<file path="src/hdl/api_seq_pkg.sv">
// Constants for the interrupt sequence timing control block.
package api_seq_pkg;
    // Number of interrupt lines presented by the address generator
    localparam int LINE_COUNT = 8;
    // Index of the first group-B line within the request vector
    localparam int GROUP_B_FIRST = 0;
    // Index of the last group-B line that raises the group-B block
    localparam int GROUP_B_LAST = 2;
    // Watchdog preset time in nanoseconds
    localparam int WATCHDOG_TIME_NS = 20000;
    // Clock period in nanoseconds
    localparam int CLK_PERIOD_NS = 10;
    // Longest time rounds down to whole cycles
    localparam int WATCHDOG_CYCLES = WATCHDOG_TIME_NS / CLK_PERIOD_NS;
    // Width of the watchdog counter
    localparam int WATCHDOG_W = 16;
    // Clocks from request until both timers are set; step-three enable follows one clock later
    localparam int SETTLE_CLOCKS = 3;
    // Timer state values
    localparam logic TIMER_RESET = 1'h0;
endpackage

</file>
<file path="src/hdl/api_sequence_timing_control.sv">
// Sequence-control front end of the automatic program interrupt unit.
`timescale 1ns/1ps
module api_sequence_timing_control
    import api_seq_pkg::*;
(
    input wire logic core_clk_i, // System clock, 100 MHz
    input wire logic sys_rst_i, // Asynchronous reset, active high
    input wire logic upper_group_request_i, // Upper group request
    input wire logic lower_group_request_i, // Lower group request
    input wire logic [LINE_COUNT-1:0] line_request_i, // Interrupt lines; 0 to 2 are group B
    input wire logic [7:0] response_addr_i, // Address from generator
    input wire logic [7:0] au_fetch_addr_i, // Normal fetch address
    input wire logic au_interrupt_enable_i, // AU allows interrupt
    input wire logic seq_step_one_i, // AU sequence count step one
    input wire logic cycle_end_i, // End of current AU time cycle
    output logic no_interrupt_present_main_o, // High while idle
    output logic no_interrupt_present_aux_o, // Auxiliary copy
    output logic time_counter_enable_o, // Timer stepping enable
    output logic timer_ff_first_o, // First timer flip-flop
    output logic timer_ff_second_o, // Second timer flip-flop
    output logic step_three_enable_o, // Timer done, grant armed
    output logic watchdog_monitor_o, // Monitor point copy
    output logic watchdog_fault_o, // Sticky watchdog fault
    output logic group_b_block_o, // Inhibit lower-priority gates
    output logic grant_ff_first_o, // First grant flip-flop
    output logic grant_ff_second_o, // Second grant flip-flop
    output logic [7:0] mem_addr_o, // Address of next fetch
    output logic pc_inhibit_o, // Hold program counter
    output logic [7:0] priority_o, // Held priority flip-flops
    output logic clear_priority_a_o, // Clear priority, first
    output logic clear_priority_b_o // Clear priority, second
);
    // Control cycle phases, one-hot
    typedef enum logic [3:0] {
        ST_IDLE = 4'h1, // No interrupt in progress
        ST_TIME = 4'h2, // Timer settling the address
        ST_GRANT = 4'h4, // Response fetch under way
        ST_HOLD = 4'h8 // Waiting for the following instruction
    } phase_t;

    phase_t phase; // Current phase
    phase_t next_phase;
    logic t1; // First timer flip-flop
    logic t2; // Second timer flip-flop
    logic next_t1;
    logic next_t2;
    logic g1; // First grant
    logic g2; // Second grant
    logic next_g1;
    logic next_g2;
    logic [7:0] prio; // Priority flip-flops
    logic [7:0] next_prio;
    logic request; // Any group request present
    logic tce; // Time counter enable gate
    logic step3_gate; // AND of both timers
    logic clear_pri; // Clear-priority condition
    logic [LINE_COUNT-1:0] grp_b_sel; // Lines taking part in group B
    logic [7:0] next_addr;

    // Only lines 0 through 2 form the group-B block
    genvar gi;
    generate
        for (gi = 0; gi < LINE_COUNT; gi++) begin : g_grpb
            assign grp_b_sel[gi] = line_request_i[gi] &&
                (gi >= GROUP_B_FIRST) && (gi <= GROUP_B_LAST);
        end
    endgenerate

    // Request combining and timer gating
    always_comb begin
        request = upper_group_request_i || lower_group_request_i;
        tce = request && !(t1 && t2);
        step3_gate = t1 && t2;
        clear_pri = g2 && !g1 && seq_step_one_i && cycle_end_i;
    end

    // Next state of timers, grants, priority and fetch address
    always_comb begin
        next_t1 = t1;
        next_t2 = t2;
        next_g1 = g1;
        next_g2 = g2;
        next_prio = prio;
        next_phase = phase;
        next_addr = au_fetch_addr_i;
        // JK action: first toggles while enabled, second sets after it
        if (tce) begin
            next_t1 = !t1;
            if (t1) begin
                next_t2 = 1'b1;
            end
        end
        // Priority follows requests only until the lockout drops
        if (phase == ST_IDLE || phase == ST_TIME) begin
            if (no_interrupt_present_main_o) begin
                next_prio = line_request_i;
            end
        end
        case (phase)
            ST_IDLE: begin
                if (request) begin
                    next_phase = ST_TIME;
                end
            end
            ST_TIME: begin
                // Grant may wait indefinitely for the AU enable
                if (step_three_enable_o && au_interrupt_enable_i && !g2) begin
                    next_g1 = 1'b1;
                    next_phase = ST_GRANT;
                end
            end
            ST_GRANT: begin
                next_addr = response_addr_i;
                if (seq_step_one_i) begin
                    next_g2 = 1'b1;
                end
                if (g2 && seq_step_one_i && cycle_end_i) begin
                    next_g1 = 1'b0;
                    next_phase = ST_HOLD;
                end
            end
            ST_HOLD: begin
                if (clear_pri) begin
                    next_t1 = 1'b0;
                    next_t2 = 1'b0;
                    next_g2 = 1'b0;
                    next_prio = '0;
                    next_phase = ST_IDLE;
                end
            end
            default: begin
                next_phase = ST_IDLE;
            end
        endcase
    end

    // Register all sequence state; reset leaves no cycle in progress
    always_ff @(posedge core_clk_i or posedge sys_rst_i) begin
        if (sys_rst_i) begin
            phase <= ST_IDLE;
            t1 <= TIMER_RESET;
            t2 <= TIMER_RESET;
            g1 <= 1'b0;
            g2 <= 1'b0;
            prio <= '0;
            no_interrupt_present_main_o <= 1'b1;
            no_interrupt_present_aux_o <= 1'b1;
            time_counter_enable_o <= 1'b0;
            step_three_enable_o <= 1'b0;
            watchdog_monitor_o <= 1'b0;
            group_b_block_o <= 1'b0;
            mem_addr_o <= 8'h00;
            pc_inhibit_o <= 1'b0;
            clear_priority_a_o <= 1'b0;
            clear_priority_b_o <= 1'b0;
        end else begin
            phase <= next_phase;
            t1 <= next_t1;
            t2 <= next_t2;
            g1 <= next_g1;
            g2 <= next_g2;
            prio <= next_prio;
            no_interrupt_present_main_o <= !request;
            no_interrupt_present_aux_o <= !request;
            time_counter_enable_o <= tce;
            // Registered copy of the AND gate acts as the buffer
            step_three_enable_o <= step3_gate;
            watchdog_monitor_o <= step3_gate;
            group_b_block_o <= |grp_b_sel;
            mem_addr_o <= next_addr;
            pc_inhibit_o <= (next_phase == ST_GRANT);
            clear_priority_a_o <= clear_pri;
            clear_priority_b_o <= clear_pri;
        end
    end

    assign timer_ff_first_o = t1;
    assign timer_ff_second_o = t2;
    assign grant_ff_first_o = g1;
    assign grant_ff_second_o = g2;
    assign priority_o = prio;

    // Watchdog on the buffered monitor point
    api_watchdog u_watchdog (
        .core_clk_i(core_clk_i),
        .sys_rst_i(sys_rst_i),
        .monitor_i(watchdog_monitor_o),
        .fault_o(watchdog_fault_o)
    );

    // Timer reaches both-set three clocks after enable from idle
    AST_THREE_CLOCKS: assert property (@(posedge core_clk_i)
        disable iff (sys_rst_i)
        (tce && !t1 && !t2) |=> (t1 && !t2) ##1 (!t1 && t2) ##1 (t1 && t2))
        else $error("timer sequence wrong");
    AST_STOP: assert property (@(posedge core_clk_i)
        disable iff (sys_rst_i)
        (t1 && t2 && !clear_pri) |=> (t1 && t2))
        else $error("timer stepped after both set");
    AST_NO_REQ: assert property (@(posedge core_clk_i)
        disable iff (sys_rst_i)
        (!request && !clear_pri) |=> ($stable(t1) && $stable(t2)))
        else $error("timer moved without request");
    AST_STEP3: assert property (@(posedge core_clk_i)
        disable iff (sys_rst_i)
        step_three_enable_o == $past(t1 && t2))
        else $error("step three enable wrong");
    AST_MONITOR: assert property (@(posedge core_clk_i)
        disable iff (sys_rst_i)
        watchdog_monitor_o == step_three_enable_o)
        else $error("monitor differs from step three");
    AST_NIP: assert property (@(posedge core_clk_i)
        disable iff (sys_rst_i)
        request |=> !no_interrupt_present_main_o && !no_interrupt_present_aux_o)
        else $error("no-interrupt-present stayed high");
    AST_GRANT: assert property (@(posedge core_clk_i)
        disable iff (sys_rst_i)
        (phase == ST_TIME && step_three_enable_o && au_interrupt_enable_i
         && !g2) |=> g1)
        else $error("grant did not set");
    AST_CLEAR: assert property (@(posedge core_clk_i)
        disable iff (sys_rst_i)
        (phase == ST_HOLD && clear_pri) |=> (!t1 && !t2 && prio == 8'h00))
        else $error("clear priority missed");
    AST_GROUPB: assert property (@(posedge core_clk_i)
        disable iff (sys_rst_i)
        group_b_block_o == $past(|line_request_i[2:0]))
        else $error("group B block wrong");
    AST_ADDR: assert property (@(posedge core_clk_i)
        disable iff (sys_rst_i)
        (phase == ST_GRANT) |=> mem_addr_o == $past(response_addr_i))
        else $error("fetch address not from interrupt");
    COV_STEP3: cover property (@(posedge core_clk_i) step_three_enable_o);
    COV_GRANT: cover property (@(posedge core_clk_i) $rose(g1));
    COV_CLEAR: cover property (@(posedge core_clk_i) clear_priority_a_o);
endmodule

</file>
<file path="src/hdl/api_watchdog.sv">
// Watchdog that flags a timer held set beyond the preset time.
`timescale 1ns/1ps
module api_watchdog
    import api_seq_pkg::*;
#(
    parameter logic [WATCHDOG_W-1:0] LIMIT = WATCHDOG_W'(WATCHDOG_CYCLES)
) (
    input wire logic core_clk_i, // System clock
    input wire logic sys_rst_i, // Asynchronous reset, active high
    input wire logic monitor_i, // Step-three monitor point
    output logic fault_o // Sticky watchdog fault
);
    logic [WATCHDOG_W-1:0] count; // Cycles the monitor has stood high
    logic [WATCHDOG_W-1:0] next_count;
    logic next_fault;

    // Count while the monitor stays high; a drop restarts the count
    always_comb begin
        next_count = count;
        next_fault = fault_o;
        if (!monitor_i) begin
            next_count = '0;
        end else if (count >= LIMIT) begin
            next_fault = 1'b1; // Held too long
        end else begin
            next_count = count + WATCHDOG_W'(1);
        end
    end

    // Register the watchdog state
    always_ff @(posedge core_clk_i or posedge sys_rst_i) begin
        if (sys_rst_i) begin
            count <= '0;
            fault_o <= 1'b0;
        end else begin
            count <= next_count;
            fault_o <= next_fault;
        end
    end
endmodule

</file>
<file path="config.mk">
export PLATFORM = sky130hd
export DESIGN_NAME = api_sequence_timing_control
export DESIGN_NICKNAME = d
export VERILOG_FILES = /design/src/hdl/api_seq_pkg.sv /design/src/hdl/api_sequence_timing_control.sv /design/src/hdl/api_watchdog.sv
export SDC_FILE = /design/constraint.sdc
export NUM_CORES = 1
export LEC_CHECK = 0
export BUFFER_PORTS_ARGS = -buffer_cell sky130_fd_sc_hd__buf_2
export CORE_MARGIN = 4
export CORE_UTILIZATION = 45
export DETAILED_ROUTE_END_ITERATION = 7
export PLACE_DENSITY = 0.71
export RECOVER_POWER = 25
export SKIP_CTS_REPAIR_TIMING = 1
export SYNTH_ARGS = -nofsm -noshare
export SYNTH_HDL_FRONTEND = slang
export SYNTH_SLANG_ARGS = --single-unit
</file>
<file path="constraint.sdc">
create_clock -name core_clk_i -period 2 [get_ports core_clk_i]
set_input_delay 0.1 -clock core_clk_i [delete_from_list [all_inputs] [get_ports core_clk_i]]
set_output_delay 0.1 -clock core_clk_i [all_outputs]
set_load 0.005 [all_outputs]
</file>
==> reports/results.tsv <==
stage	metric	value	unit
run_status	status	complete, no violations	
pwr	sequential share of power	49.7	%
placed_design	# port buffers	60	
worst_setup_path	Reg-to-Reg Start	u_watchdog.count[13]	
synth	Net Count, Synth	223	
clock_network	Worst-Skew Late Latency	300	ps
cells_and_area	most frequent cells in the layout	59 x buf_2, 45 x dfrtp_1, 18 x nor2_1	
cells_and_area	Layout area overhead	22.3	%
worst_setup_path	Crit Path Max Fanout	9	
worst_setup_path	capturing point of the worst reg2reg path	u_watchdog.count[3]	
worst_setup_path	CP Class	register to register	
pwr	Static Leak	1.28	nW
pwr	Pint	0.00188	W
route	Iteration-0 DRC Markers	95	
route	WL/cell	13.6	um
worst_setup_path	startpoint types	register	
synth	cell accounting for the most synthesized area	dfrtp_1	
worst_setup_path	CP required	2220	ps
global_routing	initial antenna violation count	0	
timing	Setup Skew	10.9	ps
die	die height	76.3	um
route	# DRC	0	
global_routing	vias in the first global route	1585	
timing	# setup viols final	0	
synth	Post-synth top flop	dfrtp_1	
hold_path	Hold Crit Start	line_request_i[1]	
synth	Syn Inst Count	190	
pwr	Comb power frac	25.2	%
global_routing	largest net degree at the start of global routing	48	
die	die area	5820	um^2
cells_and_area	Nets	288	
die	core area	4440	um^2
synth	Post-synth EDFFs	0	
cells_and_area	FILL cells	393	
synth	FFs w/ async S/R, synth	100	%
clock_network	CTS H-Tree Depth	2	
pwr	pwr/cell area	1060	nW/um^2
synth	#FFs+latches synth	47	
route	Vias	1623	
die	IO Pins	61	
route	DR pass1 iterations	4	
synth	synth warn	0	
clock_network	CTS root buf	clkbuf_8	
pwr	Sw Ratio	31.0	%
cells_and_area	post-layout util	57.8	%
die	initial core utilization	47.2	%
timing	Max Clk Rate	0.594	GHz
pwr	switching power total	0.000844	W
die	DIE WIDTH	76.3	um
timing	final period utilization	84.2	%
cells_and_area	commonest non-fill, non-tap cell in the layout	buf_2	
hold_path	Hold EP	group_b_block_o	
hold_path	Hold Path Depth	2	
timing	post-route setup TNS	0	ps
worst_setup_path	Worst setup EP type	register	
synth	cell area after synthesis	2100	um^2
global_routing	first-pass GRT wire length	7330	um
route	final WL	4200	um
pwr	Clk pwr share	25.1	%
placed_design	Post-DP HPWL	2960	um
synth	syn_area_per_cell	11.1	um^2
hold_path	Hold WC Path Type	input port to register	
worst_setup_path	Reg2Reg Setup Slack	320	ps
timing	max-slew violations	0	
synth	Yosys top cell area share	53.6	%
timing	Hold Fails Final Rpt	0	
clock_network	CTS max path bufs	2	
route	DR vias/cell	5.27	
synth	register area share after synthesis	56.1	%
die	Core Rows	24	
clock_network	Inserted Clock Buffers	5	
clock_network	CTS tree	yes	
route	post-route ant nets	0	
timing	RSZ-0062 raised after global routing	no	
placed_design	RD Place Congestion	0.746	
timing	post-layout minimum cycle time	1680	ps
synth	Distinct cells, synth	43	
global_routing	grt ovf	0	
clock_network	clk slew on worst S/H paths	80	ps
worst_setup_path	Worst EP arrival	1900	ps
timing	Least-Margin Pin Slew	1110	ps
synth	Synth area leaders	dfrtp_1 54%, mux2i_1 4.8%, mux2_2 4.3%, nor2_1 3.2%, dfstp_2 2.5%	
cells_and_area	ANT cells	0	
worst_setup_path	worst r2r path cells	4	
pwr	VDD IR max	0.000596	V
global_routing	Overall Global Routing Usage	15.5	%
job	max-cap violation count	0	
clock_network	clock sinks	47	
cells_and_area	layout cell share with drive strength beyond 1	33.2	%
timing	Rel. slew slack	26.0	%
cell usage after synthesis (2+ instances only):
cell,number
o31ai_1,5
buf_2,2
and2_1,6
buf_4,3
a21oi_1,10
nand2b_1,3
nor2b_1,2
inv_1,12
nand2_1,8
nor3_1,5
nand3b_1,2
dfrtp_1,45
nand4_1,2
ha_1,2
mux2i_1,10
nand3_1,8
or4_1,2
nor2_1,18
dfstp_2,2
mux2_2,8
o21ai_0,6
or3_1,4
a21boi_0,2
and3_1,2
a31oi_1,3
routing by layer:
metal | global-route usage, % | routed length [um] | vias to the layer above
met1 | 20.1 | 1840 | 794
li1 | - | - | 792
met5 | 0 | 0 | -
met3 | 3.78 | 182 | 6
met4 | 7.07 | 68 | 0
met2 | 24.6 | 2100 | 31
registers in the layout, indices dropped and copies added (netlist names), 4 cells and up:
signal            flops
phase                 4
priority_o            8
u_watchdog.count     16
mem_addr_o            8
kinds of logic after synthesis:
logic type / synth area share, %
AND/OR/NAND/NOR: 19.8
XOR/XNOR: 0.417
buffers and inverters: 3.87
AO/OA/AOI/OAI: 9.48
multiplexers: 9.06
adder cells (fa/ha/maj): 1.19
flip-flops: 56.1
worst max-delay path by stage:
stage | slack (ps) | cells after the start | startpoint | end
final | 320 | 4 | u_watchdog.count[13] | u_watchdog.count[3]
after global placement | 380 | 4 | u_watchdog.count[13] | u_watchdog.count[3]
after detailed placement | 310 | 4 | u_watchdog.count[13] | u_watchdog.count[3]
after floorplan | 440 | 4 | u_watchdog.count[13] | u_watchdog.count[3]
after CTS | 310 | 4 | u_watchdog.count[13] | u_watchdog.count[3]
after global routing | 170 | 4 | u_watchdog.count[13] | u_watchdog.count[3]
power by group through the flow:
stage / Sequential [W] / Combinational, W / Clock [W]
floorplan: 0.00133 / 0.000470 / 0
global placement: 0.00136 / 0.000671 / 0
detailed placement: 0.00136 / 0.000700 / 0
CTS: 0.00135 / 0.000699 / 0.000711
global route: 0.00139 / 0.000793 / 0.000754
finish: 0.00135 / 0.000685 / 0.000684
metrics by stage:
| stage | setup slack [ps] | area, um^2 | cells | hold WS, ps | total power, W |
|---|---|---|---|---|---|
| floorplan | 443 | 2100 | 190 | 205 | 0.00180 |
| finish | 315 | 2570 | 308 | 6.44 | 0.00272 |
| global placement | 377 | 2460 | 299 | 153 | 0.00203 |
| CTS | 313 | 2570 | 307 | -175 | 0.00276 |
| detailed placement | 315 | 2460 | 299 | 167 | 0.00206 |
| global route | 168 | 2570 | 308 | 7.64 | 0.00294 |
final cells by class:
class	count	area [um^2]	share of cell area, %
flip-flops and latches	47	1180	45.9
repair buffers	64	329	12.8
inverters	12	45.0	1.75
clock buffers	6	72.6	2.83
well taps	52	65.1	2.53
multi-input cells	125	840	32.7
clock inverters	2	37.5	1.46
critical path, cell delays in order, from the launching register on:
cell and delay (ps):
dfrtp_1 410, nor4_4 350, nand2b_2 160, or4_1 510
a21oi_1 170
Power figures use the tool's default switching activity.
